`config.mk`:
```
export PLATFORM = sky130hd
export DESIGN_NAME = psch_port_setup
export DESIGN_NICKNAME = d
export VERILOG_FILES = /design/src/common/psch_pkg.sv /design/src/rtl/psch_edge_sync.sv /design/src/rtl/psch_port_setup.sv /design/src/rtl/psch_pwm_chan.sv
export SDC_FILE = /design/constraint.sdc
export NUM_CORES = 1
export LEC_CHECK = 0
export BUFFER_PORTS_ARGS = -buffer_cell sky130_fd_sc_hd__buf_2
export CAP_MARGIN = 20
export CORE_AREA = 3 3 172 174
export DETAILED_ROUTE_END_ITERATION = 16
export DIE_AREA = 0 0 175 177
export GPL_TIMING_DRIVEN = 0
export PLACE_DENSITY = 0.68
export REMOVE_ABC_BUFFERS = 1
export SKIP_CTS_REPAIR_TIMING = 1
export SYNTH_ARGS = -nofsm -noshare
export SYNTH_HDL_FRONTEND = slang
export SYNTH_SLANG_ARGS = --single-unit
```
`constraint.sdc`:
```
create_clock -name i_core_clk -period 11.5 [get_ports i_core_clk]
set_input_delay 0.575 -clock i_core_clk [delete_from_list [all_inputs] [get_ports i_core_clk]]
set_output_delay 0.575 -clock i_core_clk [all_outputs]
set_load 0.02 [all_outputs]
```
`src/common/psch_pkg.sv`:
```
package psch_pkg;
  // -----------------------------------------------------------------
  // sub-command codes
  // -----------------------------------------------------------------
  localparam logic [7:0] CMD_PULLUP_P0    = 8'h1E;  // 30, retired
  localparam logic [7:0] CMD_PULLUP_P1    = 8'h1F;  // 31, retired
  localparam logic [7:0] CMD_SINK_P0      = 8'h20;  // 32, retired
  localparam logic [7:0] CMD_SINK_P1      = 8'h21;  // 33, retired
  localparam logic [7:0] CMD_PWM_LOAD     = 8'h22;  // 34
  localparam logic [7:0] CMD_RDBUF_SETUP  = 8'h23;  // 35
  localparam logic [7:0] CMD_SCRATCH_WR   = 8'h25;  // 37
  localparam logic [7:0] CMD_EVENT_SETUP  = 8'h26;  // 38
  localparam logic [7:0] CMD_OPTION_LOAD  = 8'h28;  // 40

  // -----------------------------------------------------------------
  // limits and reset values
  // -----------------------------------------------------------------
  localparam logic [7:0] PWM_PIN_MAX      = 8'h03;  // pins 0..3
  localparam logic [7:0] PWM_DUTY_MAX     = 8'h64;  // 100 percent
  localparam logic [7:0] SCRATCH_PTR_MAX  = 8'h07;  // entries 0..7
  localparam int         SCRATCH_DEPTH    = 8;
  localparam int         RDBUF_DEPTH      = 7;
  localparam logic [7:0] STROBE_MASK_RST  = 8'h00;
  localparam logic [7:0] COUNT_MASK_RST   = 8'h00;
  localparam logic [7:0] OPTION_RST       = 8'h00;
  localparam logic [7:0] SCRATCH_RST      = 8'h00;

  // -----------------------------------------------------------------
  // option control fields
  // -----------------------------------------------------------------
  localparam int OPT_STATUS_LED_BIT = 0;
  localparam int OPT_SERIAL_EN_BIT  = 1;
  localparam int OPT_ACK_EN_BIT     = 3;

  // -----------------------------------------------------------------
  // timing
  // -----------------------------------------------------------------
  localparam int CLK_HZ      = 200_000_000;
  localparam int SERIAL_BAUD = 2400;
  localparam int BAUD_DIV    = CLK_HZ / SERIAL_BAUD;  // rounds down
  localparam int PWM_TICK_HZ = 100_000;               // duty step rate
  localparam int PWM_DIV     = CLK_HZ / PWM_TICK_HZ;

  // command from the packet decoder
  typedef struct packed {
    logic       valid;
    logic [7:0] sub_command_code;
    logic [7:0] low_param_byte;
    logic [7:0] high_param_byte;
  } psch_cmd_type;
endpackage : psch_pkg

```
`src/rtl/psch_edge_sync.sv`:
```
`timescale 1ns/100ps
// two-flop synchroniser with one selectable active edge shared by all bits
module psch_edge_sync #(
  parameter int W = 8
) (
  input  wire logic         i_core_clk,
  input  wire logic         i_rst,
  input  wire logic [W-1:0] i_pins,
  input  wire logic         i_falling,
  output logic      [W-1:0] o_level,
  output logic      [W-1:0] o_edge
);
  // -----------------------------------------------------------------
  // state
  // -----------------------------------------------------------------
  typedef struct packed {
    logic [W-1:0] s1;     // first stage, read only by s2
    logic [W-1:0] s2;     // stable level
    logic [W-1:0] s3;     // previous stable level
  } psch_sync_type;
  psch_sync_type st_ff;
  psch_sync_type nxt_st;

  // shift chain
  always_comb begin
    nxt_st    = st_ff;
    nxt_st.s1 = i_pins;
    nxt_st.s2 = st_ff.s1;
    nxt_st.s3 = st_ff.s2;
  end

  // stages preset on reset to the idle level of the chosen edge sense,
  // so a pin resting at that level gives no false edge after reset
  always_ff @(posedge i_core_clk) begin
    if (i_rst) begin
      st_ff <= {3{{W{i_falling}}}};
    end else begin
      st_ff <= nxt_st;
    end
  end

  assign o_level = st_ff.s2;
  // edge polarity follows the legacy pull-up choice
  assign o_edge  = i_falling ? (st_ff.s3 & ~st_ff.s2) : (~st_ff.s3 & st_ff.s2);
endmodule : psch_edge_sync

```
`src/rtl/psch_port_setup.sv`:
```
`timescale 1ns/100ps
module psch_port_setup (
  input  wire logic                 i_core_clk,
  input  wire logic                 i_rst,
  input  wire psch_pkg::psch_cmd_type i_cmd,
  input  wire logic                 i_legacy_pullup,
  input  wire logic                 i_usb_activity,
  input  wire logic                 i_wr_strobe_req,
  input  wire logic [7:0]           i_port0_pins,
  input  wire logic [3:0]           i_port1_pins,
  input  wire logic                 i_rdbuf_pop,
  input  wire logic [2:0]           i_scratch_rd_addr,
  output logic      [3:0]           o_port1_out,
  output logic      [3:0]           o_port1_oe_n,
  output logic      [7:0]           o_option_control,
  output logic                      o_serial_enable,
  output logic                      o_baud_tick,
  output logic                      o_wr_strobe,
  output logic      [7:0]           o_rdbuf_data,
  output logic      [2:0]           o_rdbuf_count,
  output logic      [7:0]           o_scratch_data,
  output logic      [15:0]          o_event_count
);
  // -----------------------------------------------------------------
  // state
  // -----------------------------------------------------------------
  // divider widths follow the clock and rate constants, so a faster
  // core clock only widens the counters
  localparam int BW = $clog2(psch_pkg::BAUD_DIV);
  localparam int PW = $clog2(psch_pkg::PWM_DIV);

  typedef struct packed {
    logic [7:0]    strobe_mask;  // port 1 pins acting as read strobe
    logic [7:0]    count_mask;   // port 0 pins counting events
    logic [7:0]    option;       // option control register
    logic [15:0]   events;       // accumulated event count
    logic [2:0]    rd_ptr;       // read buffer head
    logic [2:0]    wr_ptr;       // read buffer tail
    logic [2:0]    count;        // bytes held
    logic [BW-1:0] baud_cnt;     // serial rate divider
    logic [PW-1:0] pwm_cnt;      // pwm step divider
    logic          baud_tick;
    logic          pwm_tick;
    logic          strobe;       // write strobe output level
    logic [7:0]    rd_data;
    logic [7:0]    sp_data;
    logic          led_n;        // status pin level, low on traffic
  } psch_state_type;
  psch_state_type st_ff;
  psch_state_type nxt_st;

  // arrays, not struct fields, so each entry is addressed directly
  logic [7:0] scratch_mem [psch_pkg::SCRATCH_DEPTH];  // user scratch pad
  logic [7:0] rdbuf_mem   [psch_pkg::RDBUF_DEPTH];    // latched port 0 bytes

  // -----------------------------------------------------------------
  // helpers
  // -----------------------------------------------------------------
  // wrap a buffer pointer at the buffer depth
  function automatic logic [2:0] psch_wrap(input logic [2:0] p);
    psch_wrap = (p == 3'(psch_pkg::RDBUF_DEPTH - 1)) ? 3'h0 : p + 3'h1;
  endfunction : psch_wrap

  // count of set bits, for several coincident events
  function automatic logic [15:0] psch_ones(input logic [7:0] v);
    psch_ones = '0;
    for (int i = 0; i < 8; i++) begin
      psch_ones = psch_ones + {15'h0000, v[i]};
    end
  endfunction : psch_ones

  // -----------------------------------------------------------------
  // pin synchronisers
  // -----------------------------------------------------------------
  logic [7:0] p0_level;
  logic [7:0] p0_edge;
  logic [3:0] p1_level;
  logic [3:0] p1_edge;

  // one pull-up choice covers the whole device, so both ports share
  // the same edge sense
  // port 0 edges for event counting
  psch_edge_sync #(.W(8)) u_p0_sync (
    .i_core_clk (i_core_clk),
    .i_rst      (i_rst),
    .i_pins     (i_port0_pins),
    .i_falling  (i_legacy_pullup),
    .o_level    (p0_level),
    .o_edge     (p0_edge)
  );

  // port 1 edges for read strobes
  psch_edge_sync #(.W(4)) u_p1_sync (
    .i_core_clk (i_core_clk),
    .i_rst      (i_rst),
    .i_pins     (i_port1_pins),
    .i_falling  (i_legacy_pullup),
    .o_level    (p1_level),
    .o_edge     (p1_edge)
  );

  // -----------------------------------------------------------------
  // command decode
  // -----------------------------------------------------------------
  logic       cmd_pwm_ok;
  logic       cmd_sp_ok;
  logic [3:0] pwm_load;
  logic [3:0] pwm_active;
  logic [3:0] pwm_out;

  // unknown codes match nothing here and fall through like retired ones
  // out-of-range arguments are dropped whole
  assign cmd_pwm_ok = i_cmd.valid && (i_cmd.sub_command_code == psch_pkg::CMD_PWM_LOAD)
                   && (i_cmd.low_param_byte <= psch_pkg::PWM_PIN_MAX)
                   && (i_cmd.high_param_byte <= psch_pkg::PWM_DUTY_MAX);
  assign cmd_sp_ok  = i_cmd.valid && (i_cmd.sub_command_code == psch_pkg::CMD_SCRATCH_WR)
                   && (i_cmd.high_param_byte <= psch_pkg::SCRATCH_PTR_MAX);

  // one-hot load, pin index from low byte, duty from high
  always_comb begin
    pwm_load = 4'h0;
    if (cmd_pwm_ok) begin
      pwm_load[i_cmd.low_param_byte[1:0]] = 1'b1;
    end
  end

  // -----------------------------------------------------------------
  // pwm channels on port 1 pins 0..3
  // -----------------------------------------------------------------
  for (genvar g = 0; g < 4; g++) begin : g_pwm
    psch_pwm_chan u_chan (
      .i_core_clk (i_core_clk),
      .i_rst      (i_rst),
      .i_tick     (st_ff.pwm_tick),
      .i_load     (pwm_load[g]),
      .i_duty     (i_cmd.high_param_byte),
      .o_active   (pwm_active[g]),
      .o_pwm      (pwm_out[g])
    );
  end

  // -----------------------------------------------------------------
  // next state
  // -----------------------------------------------------------------
  logic       push;
  logic       pop;
  logic [7:0] strobe_hits;

  always_comb begin
    nxt_st      = st_ff;
    strobe_hits = st_ff.strobe_mask & {4'h0, p1_edge};
    pop         = i_rdbuf_pop && (st_ff.count != 3'h0);
    // a full buffer drops new strobes
    // a strobe in the same cycle as a pop still fits
    push        = (strobe_hits != 8'h00)
               && (st_ff.count < 3'(psch_pkg::RDBUF_DEPTH) || pop);

    // command execution
    if (i_cmd.valid) begin
      if (i_cmd.sub_command_code == psch_pkg::CMD_RDBUF_SETUP) begin
        nxt_st.strobe_mask = i_cmd.low_param_byte;
      end else if (i_cmd.sub_command_code == psch_pkg::CMD_OPTION_LOAD) begin
        nxt_st.option = i_cmd.low_param_byte;
      end else if (i_cmd.sub_command_code == psch_pkg::CMD_EVENT_SETUP) begin
        // enable first, disable wins where both set
        nxt_st.count_mask = (st_ff.count_mask | i_cmd.low_param_byte)
                          & ~i_cmd.high_param_byte;
      end
      // codes 30..33 fall through with no effect
    end

    // event counting on enabled pins
    // 16-bit total wraps; the host must read it often enough to see it
    nxt_st.events = st_ff.events + psch_ones(p0_edge & st_ff.count_mask);

    // read buffer pointers
    if (push) begin
      nxt_st.wr_ptr = psch_wrap(st_ff.wr_ptr);
    end
    if (pop) begin
      nxt_st.rd_ptr = psch_wrap(st_ff.rd_ptr);
    end
    if (push && !pop) begin
      nxt_st.count = st_ff.count + 3'h1;
    end else if (pop && !push) begin
      nxt_st.count = st_ff.count - 3'h1;
    end
    nxt_st.rd_data = rdbuf_mem[st_ff.rd_ptr];
    nxt_st.sp_data = scratch_mem[i_scratch_rd_addr];

    // baud divider runs only while the serial port is on
    // restarting from zero on enable puts the first tick one full bit
    // period after the port is switched on
    nxt_st.baud_tick = 1'b0;
    if (!st_ff.option[psch_pkg::OPT_SERIAL_EN_BIT]) begin
      nxt_st.baud_cnt = '0;
    end else if (st_ff.baud_cnt == BW'(psch_pkg::BAUD_DIV - 1)) begin
      nxt_st.baud_cnt  = '0;
      nxt_st.baud_tick = 1'b1;
    end else begin
      nxt_st.baud_cnt = st_ff.baud_cnt + BW'(1);
    end

    // pwm step divider
    // one divider feeds all four channels so their periods stay aligned
    nxt_st.pwm_tick = 1'b0;
    if (st_ff.pwm_cnt == PW'(psch_pkg::PWM_DIV - 1)) begin
      nxt_st.pwm_cnt  = '0;
      nxt_st.pwm_tick = 1'b1;
    end else begin
      nxt_st.pwm_cnt = st_ff.pwm_cnt + PW'(1);
    end

    // strobe stretched while acknowledge held low
    // the request alone starts the strobe; acknowledge only stretches it,
    // so a stuck-low acknowledge pin cannot raise the strobe by itself
    nxt_st.strobe = i_wr_strobe_req
                 || (st_ff.strobe && st_ff.option[psch_pkg::OPT_ACK_EN_BIT]
                     && !p1_level[2]);

    // status pin level registered so the pin sees no input glitches
    nxt_st.led_n = ~i_usb_activity;
  end

  // -----------------------------------------------------------------
  // registers
  // -----------------------------------------------------------------
  always_ff @(posedge i_core_clk) begin
    if (i_rst) begin
      // named fields listed so their reset values stay visible
      st_ff             <= '0;
      st_ff.strobe_mask <= psch_pkg::STROBE_MASK_RST;
      st_ff.count_mask  <= psch_pkg::COUNT_MASK_RST;
      st_ff.option      <= psch_pkg::OPTION_RST;
    end else begin
      st_ff <= nxt_st;
    end
  end

  // memories, scratch cleared on boot
  // the read buffer needs no reset: count and pointers say what is valid
  always_ff @(posedge i_core_clk) begin
    if (i_rst) begin
      for (int i = 0; i < psch_pkg::SCRATCH_DEPTH; i++) begin
        scratch_mem[i] <= psch_pkg::SCRATCH_RST;
      end
    end else if (cmd_sp_ok) begin
      scratch_mem[i_cmd.high_param_byte[2:0]] <= i_cmd.low_param_byte;
    end
    if (push) begin
      rdbuf_mem[st_ff.wr_ptr] <= p0_level;
    end
  end

  // -----------------------------------------------------------------
  // outputs
  // -----------------------------------------------------------------
  // pin 3 status led overrides pwm; oe low means driven
  // acknowledge overrides a pwm load on pin 2, so the pin is never
  // driven against the external party
  always_comb begin
    o_port1_out  = pwm_out;
    o_port1_oe_n = ~pwm_active;
    if (st_ff.option[psch_pkg::OPT_STATUS_LED_BIT]) begin
      o_port1_out[3]  = st_ff.led_n;
      o_port1_oe_n[3] = 1'b0;
    end
    if (st_ff.option[psch_pkg::OPT_ACK_EN_BIT]) begin
      o_port1_oe_n[2] = 1'b1;  // acknowledge is an input
    end
  end

  assign o_option_control = st_ff.option;
  assign o_serial_enable  = st_ff.option[psch_pkg::OPT_SERIAL_EN_BIT];
  assign o_baud_tick      = st_ff.baud_tick;
  assign o_wr_strobe      = st_ff.strobe;
  assign o_rdbuf_data     = st_ff.rd_data;
  assign o_rdbuf_count    = st_ff.count;
  assign o_scratch_data   = st_ff.sp_data;
  assign o_event_count    = st_ff.events;
endmodule : psch_port_setup

```
`src/rtl/psch_pwm_chan.sv`:
```
`timescale 1ns/100ps
// one pwm channel, 100 steps per period
module psch_pwm_chan (
  input  wire logic       i_core_clk,
  input  wire logic       i_rst,
  input  wire logic       i_tick,
  input  wire logic       i_load,
  input  wire logic [7:0] i_duty,
  output logic            o_active,
  output logic            o_pwm
);
  // -----------------------------------------------------------------
  // state
  // -----------------------------------------------------------------
  typedef struct packed {
    logic       active;   // pin in pwm mode
    logic [7:0] duty;     // 0..100
    logic [7:0] phase;    // 0..99
    logic       out;
  } psch_pwm_type;
  psch_pwm_type st_ff;
  psch_pwm_type nxt_st;

  // phase counter and compare
  always_comb begin
    nxt_st = st_ff;
    if (i_load) begin
      nxt_st.active = 1'b1;
      nxt_st.duty   = i_duty;
    end
    if (i_tick) begin
      nxt_st.phase = (st_ff.phase == psch_pkg::PWM_DUTY_MAX - 8'h01) ? 8'h00
                                                                      : st_ff.phase + 8'h01;
    end
    // registered output keeps glitches off the pin
    nxt_st.out = st_ff.active && (st_ff.phase < st_ff.duty);
  end

  always_ff @(posedge i_core_clk) begin
    if (i_rst) begin
      st_ff <= '0;
    end else begin
      st_ff <= nxt_st;
    end
  end

  assign o_active = st_ff.active;
  assign o_pwm    = st_ff.out;
endmodule : psch_pwm_chan

```
# Word level (Yosys, flattened, before mapping)
# Memory sizes are Yosys's and may differ from the RTL's. A register that Yosys moved wholly into a read port is not among the register bits.
# Cells that the tools add are included.
[word_totals] input_bits=46 mem_bits_rw=120 regBits=189 output_inout_bits=54 word_cells=157 memories=2
[op_classes] bitwise_logic=18 reduce_logical=31 n_mux=30 eq_ne=13 magnitude_cmp=10 addsub=18
[memory_table] name="scratch_mem" depth=8 width=8 read_ports=1 rd_clocked_by_memory_dff=1 wr=8 line_no="psch_port_setup.sv:53" rtl="logic [7:0] scratch_mem [psch_pkg::SCRATCH_DEPTH];"
[memory_table] name="rdbuf_mem" depth=7 width=8 read_ports=1 rd_clocked_by_memory_dff=1 wr=1 line_no="psch_port_setup.sv:54" rtl="logic [7:0] rdbuf_mem [psch_pkg::RDBUF_DEPTH];"
[op_table] operator="$mux 8" count=6
[op_table] operator="$eq 8x6->1 const B" count=5
[op_table] operator="$add 8x1->8 const B" count=4
[op_table] operator="$and 8x8->8" count=4
[op_table] operator="$eq 8x7->1 const B" count=4
[op_table] operator="$lt 8x8->1" count=4
[op_table] operator="$mux 24" count=1
[op_table] operator="$not 8->8" count=3
[op_table] operator="$add 17x1->17 const B" count=1
[op_table] operator="$eq 17x17->1 const B" count=1
[op_table] operator="$add 16x8->16" count=1
[op_table] operator="$logic_and 1x1->1" count=16
[op_table] operator="$mux 3" count=5
[op_table] operator="$mux 1" count=14
[op_table] operator="$mux 12" count=1
[op_table] operator="$not 4->4" count=3
[op_table] operator="$add 11x1->11 const B" count=1
[op_table] operator="$eq 11x11->1 const B" count=1
[op_table] operator="$add 3x1->3 const B" count=3
[op_table] operator="$add 7x1->8" count=1
[op_table] operator="$and 4x4->4" count=2
[op_table] operator="$and 8x4->8" count=1
[op_table] operator="$le 8x2->1 const B" count=1
[op_table] operator="$le 8x3->1 const B" count=1
[op_table] operator="27 further kinds" count=36

# Logic depth before layout (Yosys ltp)
# Gate-level depths: netlist (run 1).
[logic_depth] depth_word=12 depth_mapped=19 depth_no_buf=18

# Modules after synthesis
# Synthesis (run 1) repeated with hierarchy kept, for this count alone.
[hier_totals] cells_unflattened=1321 area_unflattened_um2=14642.8
[modules_own_cells] module="psch_port_setup" cells_each=782 instances=1 area_each_um2=9680.5 seq_area_each_um2=5465.2
[modules_own_cells] module="psch_pwm_chan" cells_each=93 instances=4 area_each_um2=865.8 seq_area_each_um2=360.3
[modules_own_cells] module="psch_edge_sync (u_p0_sync)" cells_each=111 instances=1 area_each_um2=965.9 seq_area_each_um2=480.5
[modules_own_cells] module="psch_edge_sync (u_p1_sync)" cells_each=56 instances=1 area_each_um2=533.0 seq_area_each_um2=240.2

# Worst setup path before layout (run 1)
# Ideal clock, no wire load.
[synth_path] kind="input to register" from="input port i_legacy_pullup" to="register st_ff, in the netlist o_event_count[12]" required_ns=11.372 setup_slack_ns=7.184 path_buffers=2 cell_stages=19 setup_time_ns=0.128 arrival_ns=4.189 path_cell_list="clkbuf_1 -> clkbuf_1 -> nand2_1 -> o21ai_0 -> and2_1 -> fa_1 -> inv_1 -> fa_1 -> inv_1 -> fa_1 -> inv_1 -> fa_1 -> inv_1 -> fa_1 -> a21o_1 -> a21o_1 -> nand4_1 -> xor2_1 -> nor2_1"
[synth_via] elab_chain_cells=10
[synth_lines] element="start: declaration" line_no="psch_port_setup.sv:6" rtl="input wire logic i_legacy_pullup,"
[synth_lines] element="$mux 8 *" line_no="psch_edge_sync.sv:44" rtl="assign o_edge = i_falling ? (st_ff.s3 & ~st_ff.s2) : (~st_ff.s3 & st_ff.s2);"
[synth_lines] element="$and 8x8->8 *" line_no="psch_port_setup.sv:174" rtl="nxt_st.events = st_ff.events + psch_ones(p0_edge & st_ff.count_mask);"
[synth_lines] element="$add 1x1->2" line_no="psch_port_setup.sv:68" rtl="psch_ones = psch_ones + {15'h0000, v[i]};"
[synth_lines] element="$add 2x1->3" line_no="psch_port_setup.sv:68"
[synth_lines] element="$add 3x1->4" line_no="psch_port_setup.sv:68"
[synth_lines] element="$add 4x1->5" line_no="psch_port_setup.sv:68"
[synth_lines] element="$add 5x1->6" line_no="psch_port_setup.sv:68"
[synth_lines] element="$add 6x1->7" line_no="psch_port_setup.sv:68"
[synth_lines] element="$add 7x1->8 *" line_no="psch_port_setup.sv:68"
[synth_lines] element="$add 16x8->16 *" line_no="psch_port_setup.sv:174"
[synth_lines] element="end signal: assignment" line_no="psch_port_setup.sv:236" rtl="st_ff <= nxt_st;"
[synth_lines] element="end: declaration" line_no="psch_port_setup.sv:49" rtl="psch_state_type st_ff;"
# Mark *: on every way between the ends. The rest lies on a longest branch, timed or not.
# A chain may end at the register's enable or synchronous reset.

# Worst setup path in the final report (run 1)
[layout_path] from="register u_p0_sync.st_ff, in the netlist u_p0_sync.o_level[0]" to="register st_ff, in the netlist o_event_count[12]"
[layout_via] elab_chain_cells=12 elab_cells_between_ends=13 classes_between="add/sub (8); mux (1); bitwise (4)"
[layout_lines] element="start: declaration" line_no="psch_edge_sync.sv:21" rtl="psch_sync_type st_ff;"
[layout_lines] element="start signal: assignment" line_no="psch_edge_sync.sv:36" rtl="st_ff <= {3{{W{i_falling}}}};"
[layout_lines] element="start signal: assignment" line_no="psch_edge_sync.sv:38" rtl="st_ff <= nxt_st;"
[layout_lines] element="$not 8->8" line_no="psch_edge_sync.sv:44"
[layout_lines] element="$and 8x8->8" line_no="psch_edge_sync.sv:44"
[layout_lines] element="$mux 8 *" line_no="psch_edge_sync.sv:44"
[layout_lines] element="$and 8x8->8 *" line_no="psch_port_setup.sv:174"
[layout_lines] element="$add 1x1->2 *" line_no="psch_port_setup.sv:68"
[layout_lines] element="$add 2x1->3 *" line_no="psch_port_setup.sv:68"
[layout_lines] element="$add 3x1->4 *" line_no="psch_port_setup.sv:68"
[layout_lines] element="$add 4x1->5 *" line_no="psch_port_setup.sv:68"
[layout_lines] element="$add 5x1->6 *" line_no="psch_port_setup.sv:68"
[layout_lines] element="$add 6x1->7 *" line_no="psch_port_setup.sv:68"
[layout_lines] element="$add 7x1->8 *" line_no="psch_port_setup.sv:68"
[layout_lines] element="$add 16x8->16 *" line_no="psch_port_setup.sv:174"
# Marked as above.

==> run_results.csv, run 1 <==
group,metric,value,unit
logic_synthesis,syn_area,14000,um2
power_and_ir_drop,clkPwrFrac,42.3,%
setup_path,crit_arrival,4.61,ns
global_routing,grtUsageTotal,17.3,%
placed_design,io_buffers,99,
detailed_routing,firstDrtPassIters,4,
floorplan,die_y,177,um
setup_path,path_cells,"inv_1 > or3_1 > o21ai_0 > and2_1 > fa_1 > inv_1 > fa_1 > inv_1 > fa_1 > inv_1 > fa_1 > inv_1 > fa_1 > a21o_1 > a21o_1 > nand4_1 > xor2_1 > nor2_1",
sta,min_period,4.24,ns
floorplan,die_x,175,um
global_routing,grt_overflow,0,
setup_path,crit_path_max_incr_delay,0.49,ns
cells_and_area,antenna_cells,0,
sta,fin_setup_tns,0,ns
sta,setup_viol,0,
logic_synthesis,ys_types,59,
logic_synthesis,postSynthCellCount,1272,
power_and_ir_drop,internal-power,1.91,mW
run,max_cap_viol_count,0,
global_routing,grt_pass1_vias,8795,
setup_path,timing_worst_setup_path_type,"reg2reg",
sta,final_max_slew_viol_count,0,
floorplan,rows,61,
logic_synthesis,synth_area_leaders,"dfxtp_1 29%, edfxtp_1 26%, mux2i_1 5.0%",
detailed_routing,drc,0,
logic_synthesis,avgSynthCellArea,11.0,um2
logic_synthesis,ys_top_cells_by_count,"201 x dfxtp_1, 160 x nor2_1, 120 x edfxtp_1",
sta,post-route-period-util,36.9,%
floorplan,initial_utilization,50.2,%
status,status,"completed",
floorplan,core-area,27900,um2
cells_and_area,syn2layout_area_growth,11.1,%
cells_and_area,nNetsFinal,1404,
setup_path,cp_top_family,"adder cells",
placed_design,gp_congestion,0.775,
cells_and_area,drive_gt1_share,15.7,%
cells_and_area,final_cell_area,15600,um2
logic_synthesis,synth_area_leader_cell,"dfxtp_1",
logic_synthesis,synth-edff-count,120,
power_and_ir_drop,power_density,159,nW/um2
setup_path,worstPathRequired,11.87,ns
power_and_ir_drop,swShare,23.0,%
logic_synthesis,yosysWarningCount,0,
clock_network,h-tree-depth,2,
detailed_routing,drt-total-wl,26.5,mm
setup_path,cp_slowest_cell,"dfxtp_1",
sta,hold_violations,0,
global_routing,grt_pass1_wl,44.1,mm
global_routing,grt_max_degree,102,
detailed_routing,routed_via_density,5.11,
min_path,hold_path.class,"in2reg",
detailed_routing,postRouteAntennaNets,0,
floorplan,die-area,31000,um2
logic_synthesis,ys_async_sr_fraction,0,%
logic_synthesis,synth.most_common_cell,"dfxtp_1",
power_and_ir_drop,power.leakage,6.09,nW
clock_network,clk_path_buf_depth,3,
sta,max_slew.worst_pin.slew,1.06,ns
detailed_routing,post_drt_wl_per_cell,15.4,um
sta,rsz0062_at_grt,"no",
clock_network,cts_buffers,35,
logic_synthesis,ys_ff_latch,321,
power_and_ir_drop,p_seq_share,50.3,%
clock_network,clkSlewWorstSetupHoldPaths,0.06,ns
logic_synthesis,synth_top_cell_area_share,28.7,%
sta,fin_skew,0.0235,ns
sta,relSlewSlack,29.2,%
setup_path,crit_buf_inv,5,
power_and_ir_drop,p_comb_share,7.4,%
logic_synthesis,yosysSeqAreaShare,54.4,%
setup_path,worstSetupEndpointType,"flop",
placed_design,dpl-instance-area,14500,um2
global_routing,antenna_found_initial,0,
clock_network,clk_latency,0.51,ns
clock_network,cts_sinks,321,
setup_path,cp-start-kind,"flop",
clock_network,root_buffer,"clkbuf_16",
logic_synthesis,synth_flop_cell,"dfxtp_1",
clock_network,cts_tree,"yes",
placed_design,hpwl,17.8,mm
power_and_ir_drop,vdd_drop_max,0.106,mV
power_and_ir_drop,power.switching,0.571,mW
setup_path,path_max_fanout,9,
detailed_routing,vias,8757,
floorplan,pin_count,100,
detailed_routing,first_iter_violations,570,
sta,fmax,0.236,GHz
-- layout by cell type, fill, tap and decap left out, types with 4 or more instances in the layout --
cell type | Yosys | routed
nor3_1 | 5 | 5
xor2_1 | 41 | 41
edfxtp_1 | 120 | 120
and2_1 | 71 | 71
clkinv_2 | 0 | 12
mux2i_1 | 70 | 70
nand4_1 | 21 | 21
nand2b_1 | 10 | 10
xnor2_1 | 23 | 23
nor2_1 | 160 | 160
fa_1 | 6 | 6
nor2b_1 | 5 | 5
o21bai_1 | 4 | 4
and3_1 | 5 | 5
nand3_1 | 19 | 19
nand2_1 | 49 | 49
or2_2 | 11 | 11
o2111ai_1 | 5 | 5
or3_1 | 14 | 14
and4_1 | 5 | 5
a21oi_1 | 25 | 25
and3b_1 | 4 | 4
mux4_2 | 24 | 24
inv_1 | 81 | 81
nor3b_1 | 10 | 10
o21ai_0 | 71 | 71
nand3b_1 | 4 | 4
dfxtp_1 | 201 | 201
clkbuf_1 | 48 | 7
a21o_1 | 11 | 11
clkbuf_16 | 0 | 36
a211oi_1 | 13 | 13
ha_1 | 42 | 42
nor2_4 | 6 | 6
or4_1 | 5 | 5
buf_2 | 2 | 98
-- final timing paths --
| check | from | endpoint | slack [ns] | cells past startpoint |
|---|---|---|---|---|
| worst max-delay path | u_p0_sync.o_level[0] | o_event_count[12] | 7.26 | 18 |
| worst min register to register | u_p0_sync.nxt_st[14] | u_p0_sync.o_level[6] | 0.42 | 2 |
| worst min-delay path | i_usb_activity | st_ff[0] | 0.21 | 2 |
| worst max register to register | u_p0_sync.o_level[0] | o_event_count[12] | 7.26 | 18 |
-- layout make-up --
type	instances	area, um2
tap	378	473
clock inverter	18	131
timing repair buffer	101	544
inverter	81	304
multi-input combinational	770	5550
clock buffer	45	955
sequential	321	7630
fill	2438	12300
-- power groups by stage --
stage | Combinational, mW | Sequential, mW | Clock [mW]
after floorplan | 0.0950 | 1.29 | 0
after global placement | 0.168 | 1.28 | 0
after detailed placement | 0.186 | 1.28 | 0
after CTS | 0.187 | 1.25 | 1.08
after global routing | 0.204 | 1.26 | 1.13
final | 0.183 | 1.25 | 1.05
-- per-stage QoR --
step           power, mW  setup slack [ns]  utilization, %  instances  hold slack, ns
2_1_floorplan       1.38              7.54               -       1172           0.415
3_3_place_gp        1.45              6.73            51.7       1649           0.419
4_1_cts             2.52              7.21            55.8       1714           0.199
3_5_place_dp        1.46              6.80            51.9       1651           0.426
5_1_grt             2.59              6.89            55.8       1714           0.209
6_report            2.48              7.26            55.8       1714           0.213
-- metal layers --
layer  wire (um)  GRT usage (%)  vias up
met5           0              0        -
met3         919           2.75       39
met1       11900           22.4     4169
li1            -              -     4420
met4         576           5.29        0
met2       13100           30.2      129
-- registers in the layout, indices dropped and copies added (netlist names) --
signal and flops:
st_ff 48, rdbuf_mem 56, u_p1_sync.st_ff 4, o_event_count 16, g_pwm.u_chan.o_pwm 4, o_rdbuf_data 8
scratch_mem 64, u_p0_sync.o_level 8, o_baud_tick 1, g_pwm.u_chan.o_active 4, u_p0_sync.nxt_st 8, u_p0_sync.st_ff 8
u_p1_sync.nxt_st 4, o_option_control 8, o_rdbuf_count 3, o_scratch_data 8, o_wr_strobe 1, u_p1_sync.o_level 4
g_pwm.u_chan.st_ff 64
-- cell families (layout without fill, tap and decap cells) --
group | after synthesis | count (layout) | synth area share, %
and+or+nand+nor | 421 | 421 | 16.0
buffers and inverters | 181 | 245 | 6.09
AOI/OAI and AO/OA | 142 | 142 | 6.02
DFF | 321 | 321 | 54.4
adders and majority gates | 48 | 48 | 4.60
muxes | 95 | 95 | 8.92
xor gates and xnor gates | 64 | 64 | 3.99
Power figures use the tool's default switching activity.
==> inputs of run 2 (changes only) <==
--- a/config.mk
+++ b/config.mk
@@ -11,7 +11,7 @@
 export DETAILED_ROUTE_END_ITERATION = 16
 export DIE_AREA = 0 0 175 177
 export GPL_TIMING_DRIVEN = 0
-export PLACE_DENSITY = 0.68
+export PLACE_DENSITY = 0.71
 export REMOVE_ABC_BUFFERS = 1
 export SKIP_CTS_REPAIR_TIMING = 1
 export SYNTH_ARGS = -nofsm -noshare
==> constraint.sdc (replaced) <==
create_clock -name i_core_clk -period 3.6 [get_ports i_core_clk]
set_input_delay 0.18 -clock i_core_clk [delete_from_list [all_inputs] [get_ports i_core_clk]]
set_output_delay 0.18 -clock i_core_clk [all_outputs]
set_load 0.02 [all_outputs]
==> run 2 against run 1 <==
Sequential power rose to 3.2 times the previous value. Maximum frequency increased by 9.1%. Register-to-register slack worse by 7.5 ns. Combinational power rose to 3.4 times the previous value. Critical path depth unchanged. Die area did not move. Power rose to 3.4 times the previous value. Hold slack worse by 0.21 ns. Flip-flop and latch count is the same. Clock-buffer cell count up 2. The flow now finishes with violations (setup timing).
==> run_results.csv, run 2 (synthesized netlist as in run 1, its figures left out) <==
group,metric,value,unit
setup_path,cp_common_cell,"inv_2",
clock_network,clk_latency,0.51,ns
setup_path,worstSetupEndpointType,"flop",
placed_design,io_buffers,99,
sta,max_slew.worst_pin.slew,1.08,ns
detailed_routing,first_iter_violations,423,
sta,fin_setup_tns,-1.77,ns
cells_and_area,antenna_cells,0,
clock_network,cts_buffers,35,
status,status,"finished, violations left",
setup_path,worstPathRequired,3.97,ns
global_routing,grt_use_met1,22.1,%
clock_network,cts_sinks,321,
setup_path,path_max_fanout,6,
global_routing,grt_pass1_vias,8726,
power_and_ir_drop,vdd_drop_max,0.407,mV
cells_and_area,fillers,2349,
sta,setup_viol,10,
run,max_cap_viol_count,0,
cells_and_area,largestRegisters,"g_pwm.u_chan.st_ff (64), scratch_mem (64), rdbuf_mem (56)",
min_path,hold_path.class,"in2reg",
setup_path,r2r_end,"o_event_count[14]",
sta,fmax,0.257,GHz
cells_and_area,nNetsFinal,1422,
global_routing,busiest_layer,"met2",
sta,min_period,3.89,ns
placed_design,dp_slack,-0.682,ns
setup_path,regToRegStartpoint,"u_p0_sync.o_level[0]",
detailed_routing,drc,0,
detailed_routing,postRouteAntennaNets,0,
placed_design,hpwl,17.6,mm
detailed_routing,firstDrtPassIters,5,
sta,hold_violations,0,
floorplan,die-area,31000,um2
detailed_routing,vias,8898,
sta,rsz0062_at_grt,"yes",
sta,relSlewSlack,28.1,%
clock_network,cts_tree,"yes",
clock_network,root_buffer,"clkbuf_16",
min_path,whs_path_depth,2,
setup_path,crit_path_max_incr_delay,0.42,ns
floorplan,core-area,27900,um2
sta,fin_skew,0.0156,ns
setup_path,timing_worst_setup_path_type,"reg2reg",
floorplan,die_x,175,um
global_routing,grt_max_degree,131,
detailed_routing,drt-total-wl,26.5,mm
global_routing,antenna_found_initial,0,
floorplan,initial_utilization,50.2,%
power_and_ir_drop,power_density,523,nW/um2
global_routing,grtUsageTotal,17.0,%
min_path,holdCritStartpoint,"i_cmd[4]",
sta,post-route-period-util,108,%
setup_path,ff2ff_path_depth,18,
setup_path,regToRegSetupSlack,-0.29,ns
setup_path,cp-start-kind,"flop",
sta,setup_slack,-0.288,ns
floorplan,rows,61,
cells_and_area,mostFrequentLayoutCells,"199 x dfxtp_1, 160 x nor2_1, 120 x edfxtp_1",
sta,whs,0.00719,ns
setup_path,cp_slowest_cell,"fa_1",
setup_path,cp_top_family,"adder cells",
cells_and_area,drive_gt1_share,16.5,%
global_routing,gr-usage-met3,3.00,%
power_and_ir_drop,power.leakage,6.20,nW
status,violations,"setup timing",
floorplan,pin_count,100,
setup_path,crit_buf_inv,5,
clock_network,clk_path_buf_depth,3,
cells_and_area,syn2layout_area_growth,13.5,%
sta,final_max_slew_viol_count,0,
min_path,hold_end,"st_ff[85]",
floorplan,die_y,177,um
clock_network,h-tree-depth,2,
global_routing,use_met2,29.6,%
detailed_routing,routed_via_density,5.14,
placed_design,gp_congestion,0.769,
setup_path,crit_arrival,4.26,ns
global_routing,grt_overflow,0,
global_routing,grt_pass1_wl,43.3,mm
cells_and_area,final_common_cell,"dfxtp_1",
detailed_routing,post_drt_wl_per_cell,15.3,um
clock_network,clkSlewWorstSetupHoldPaths,0.06,ns
setup_path,path_cells,"inv_2 > or3_1 > o21ai_1 > and2_1 > fa_1 > inv_2 > fa_1 > inv_2 > fa_1 > inv_2 > fa_2 > inv_2 > fa_2 > a21o_1 > a21o_4 > nand4_1 > xor2_1 > nor2_1",
-- run 2: final cells by class --
class	instances	area, um2	area share [%]
clock inverter	16	253	1.59
clock buffer	47	962	6.04
multi-input combinational	770	5570	35.0
tap	378	473	2.97
inverter	81	304	1.91
sequential	321	7630	47.9
timing repair buffer	119	729	4.58
-- run 2: worst max-delay path by stage --
stage,slack [ns],to,depth (start not counted),start
final,-0.29,o_event_count[14],18,u_p0_sync.o_level[0]
after global placement,-0.75,o_event_count[14],18,i_legacy_pullup
after CTS,-0.65,o_event_count[14],18,u_p0_sync.o_level[0]
after global routing,-0.56,o_event_count[14],18,u_p0_sync.o_level[0]
after floorplan,-0.21,o_event_count[10],18,u_p0_sync.o_level[0]
after detailed placement,-0.68,o_event_count[14],18,i_legacy_pullup
-- run 2: metrics by stage --
| stage | util [%] | instance area (um2) | std cells | power, mW |
|---|---|---|---|---|
| 2_1_floorplan | - | 13500 | 1172 | 4.41 |
| 3_3_place_gp | 51.7 | 14500 | 1649 | 4.63 |
| 3_5_place_dp | 52.0 | 14500 | 1651 | 4.68 |
| 4_1_cts | 56.3 | 15700 | 1714 | 8.41 |
| 5_1_grt | 57.0 | 15900 | 1732 | 8.65 |
| 6_report | 57.0 | 15900 | 1732 | 8.33 |
-- run 2: metal layers --
layer | vias to the layer above | wire length, um
li1 | 4456 | -
met1 | 4256 | 11900
met2 | 152 | 13100
met3 | 34 | 1130
met4 | 0 | 444
met5 | - | 0
-- run 2: where the power goes --
part	total [mW]	internal (mW)	leakage [nW]	switching (mW)
sequential	3.98	3.89	2.75	0.0916
clock	3.72	2.32	0.589	1.40
combinational	0.630	0.292	2.86	0.338
total	8.33	6.50	6.20	1.83
==> inputs of run 3 (changes only) <==
--- a/config.mk
+++ b/config.mk
@@ -5,13 +5,13 @@
 export SDC_FILE = /design/constraint.sdc
 export NUM_CORES = 1
 export LEC_CHECK = 0
-export BUFFER_PORTS_ARGS = -buffer_cell sky130_fd_sc_hd__buf_2
 export CAP_MARGIN = 20
 export CORE_AREA = 3 3 172 174
 export DETAILED_ROUTE_END_ITERATION = 16
 export DIE_AREA = 0 0 175 177
+export DONT_BUFFER_PORTS = 1
 export GPL_TIMING_DRIVEN = 0
-export PLACE_DENSITY = 0.71
+export PLACE_DENSITY = 0.68
 export REMOVE_ABC_BUFFERS = 1
 export SKIP_CTS_REPAIR_TIMING = 1
 export SYNTH_ARGS = -nofsm -noshare
==> run 3 against run 2 <==
The run ends with hold timing, setup timing left. Power is 0.57% lower. Setup slack got worse by 0.073 ns. Maximum frequency is 1.9% lower. Flip-flop and latch count unchanged. Largest power group unchanged. Highest routed layer unchanged.
==> run_results.csv, run 3 (synthesized netlist as in run 1, its figures left out) <==
group,metric,value,unit
sta,whs,-0.234,ns
status,violations,"hold timing, setup timing",
sta,rsz0062_at_grt,"yes",
sta,setup_viol,12,
placed_design,place_inst,1551,
floorplan,core-area,27900,um2
setup_path,path_cells,"inv_2 > or3_1 > o21ai_1 > and2_1 > fa_1 > inv_2 > fa_1 > inv_2 > fa_1 > inv_2 > fa_2 > inv_2 > fa_2 > a21o_1 > a21o_4 > nand3_1 > xor2_1 > nor2_1",
power_and_ir_drop,power_density,494,nW/um2
cells_and_area,antenna_cells,0,
cells_and_area,fin_cells,1771,
setup_path,crit_path_max_incr_delay,0.44,ns
floorplan,die_y,177,um
setup_path,worstSetupEndpointType,"flop",
global_routing,grt_overflow,0,
sta,min_period,3.96,ns
sta,max_slew.worst_pin.slew,1.08,ns
cells_and_area,syn2layout_area_growth,19.5,%
detailed_routing,dr_wl_met3,1.31,mm
detailed_routing,drt-total-wl,28.7,mm
detailed_routing,routed-wl-met2,14.0,mm
floorplan,die-area,31000,um2
global_routing,grt_pass1_vias,8399,
global_routing,grt_max_degree,165,
sta,hold_violations,17,
detailed_routing,postRouteAntennaNets,0,
cells_and_area,final_common_cell,"dfxtp_1",
floorplan,rows,61,
placed_design,dpl-instance-area,14000,um2
power_and_ir_drop,power.leakage,6.55,nW
global_routing,grt_pass1_wl,43.1,mm
cells_and_area,mostFrequentLayoutCells,"199 x dfxtp_1, 160 x nor2_1, 149 x dlygate4sd3_1",
setup_path,cp_top_family,"adder cells",
sta,fmax,0.252,GHz
status,status,"finished, violations left",
clock_network,cts_tree,"yes",
floorplan,initial_utilization,50.2,%
power_and_ir_drop,p_total,8.28,mW
global_routing,antenna_found_initial,1,
setup_path,timing_worst_setup_path_type,"reg2reg",
floorplan,pin_count,100,
detailed_routing,dr.max_layer_used,"met4",
cells_and_area,final_core_util,60.1,%
sta,fin_skew,0.0142,ns
clock_network,clk_latency,0.51,ns
placed_design,gp_congestion,0.756,
setup_path,cp_slowest_cell,"fa_1",
sta,final_max_slew_viol_count,0,
global_routing,grtUsageTotal,17.1,%
detailed_routing,drt-met1-wl,12.6,mm
detailed_routing,firstDrtPassIters,5,
sta,fin_setup_tns,-2.95,ns
cells_and_area,largestRegisters,"g_pwm.u_chan.st_ff (64), scratch_mem (64), rdbuf_mem (56)",
clock_network,cts_buffers,36,
clock_network,root_buffer,"clkbuf_16",
setup_path,crit_arrival,4.34,ns
detailed_routing,routed_via_density,5.16,
placed_design,dp_slack,-0.571,ns
placed_design,io_buffers,0,
sta,setup_slack,-0.361,ns
clock_network,clk_path_buf_depth,3,
placed_design,hpwl,17.2,mm
cells_and_area,drive_gt1_share,9.83,%
cells_and_area,final_cell_area,16800,um2
sta,relSlewSlack,27.8,%
setup_path,path_max_fanout,6,
clock_network,h-tree-depth,2,
clock_network,cts_sinks,321,
detailed_routing,post_drt_wl_per_cell,16.2,um
setup_path,cp-start-kind,"flop",
setup_path,worstPathRequired,3.98,ns
run,max_cap_viol_count,0,
sta,post-route-period-util,110,%
detailed_routing,drc,0,
cells_and_area,nNetsFinal,1460,
detailed_routing,first_iter_violations,493,
detailed_routing,vias,9140,
floorplan,die_x,175,um
clock_network,clkSlewWorstSetupHoldPaths,0.06,ns
min_path,hold_path.class,"in2reg",
power_and_ir_drop,vdd_drop_max,0.318,mV
setup_path,crit_buf_inv,5,
setup_path,cp_common_cell,"inv_2",
-- run 3: changes by cell type in the layout (fill, tap and decap cells not counted), moves of 3 or more --
| cell | previous run | this run |
|---|---|---|
| o21ai_0 | 70 | 66 |
| clkinv_2 | 3 | 7 |
| dlygate4sd3_1 | 15 | 149 |
| o21ai_2 | 0 | 3 |
| buf_2 | 98 | 0 |
| bufinv_16 | 6 | 3 |
| clkbuf_8 | 2 | 7 |
-- run 3: path summary, 6_finish.rpt --
check | slack (ns) | startpoint | cells after the start | endpoint
worst max-delay path | -0.36 | u_p0_sync.o_level[2] | 18 | o_event_count[6]
worst min-delay path | -0.23 | i_rst | 1 | o_event_count[15]
worst max register to register | -0.36 | u_p0_sync.o_level[2] | 18 | o_event_count[6]
worst min register to register | 0.46 | st_ff[31] | 1 | st_ff[31]
-- run 3: cell type report --
cell class	instances	area (um2)
repair buffers	156	1560
clock buffers	51	1050
multi-input cells	770	5610
fillers	2284	11200
flip-flops and latches	321	7630
inverters	81	304
clock inverters	14	154
well taps	378	473
-- run 3: worst reg2reg max path, stage by stage (launching register included) --
cell and delay, ns:
dfxtp_4 0.37, inv_2 0.04, or3_1 0.32, o21ai_1 0.09, and2_1 0.16, fa_1 0.44
inv_2 0.07, fa_1 0.42, inv_2 0.07, fa_1 0.41, inv_2 0.07, fa_2 0.20
inv_2 0.04, fa_2 0.39, a21o_1 0.19, a21o_4 0.23, nand3_1 0.10, xor2_1 0.17
nor2_1 0.06
-- run 3: where the power goes --
| group | switching [mW] | internal, mW | total [mW] |
|---|---|---|---|
| clock network | 1.43 | 2.25 | 3.68 |
| registers | 0.158 | 3.89 | 4.05 |
| logic | 0.220 | 0.335 | 0.556 |
| total | 1.81 | 6.47 | 8.28 |
-- run 3: layer usage --
layer	track usage, %	vias to the layer above
met3	3.24	53
met4	6.25	0
met5	0	-
met2	29.0	145
met1	21.9	4397
li1	-	4545
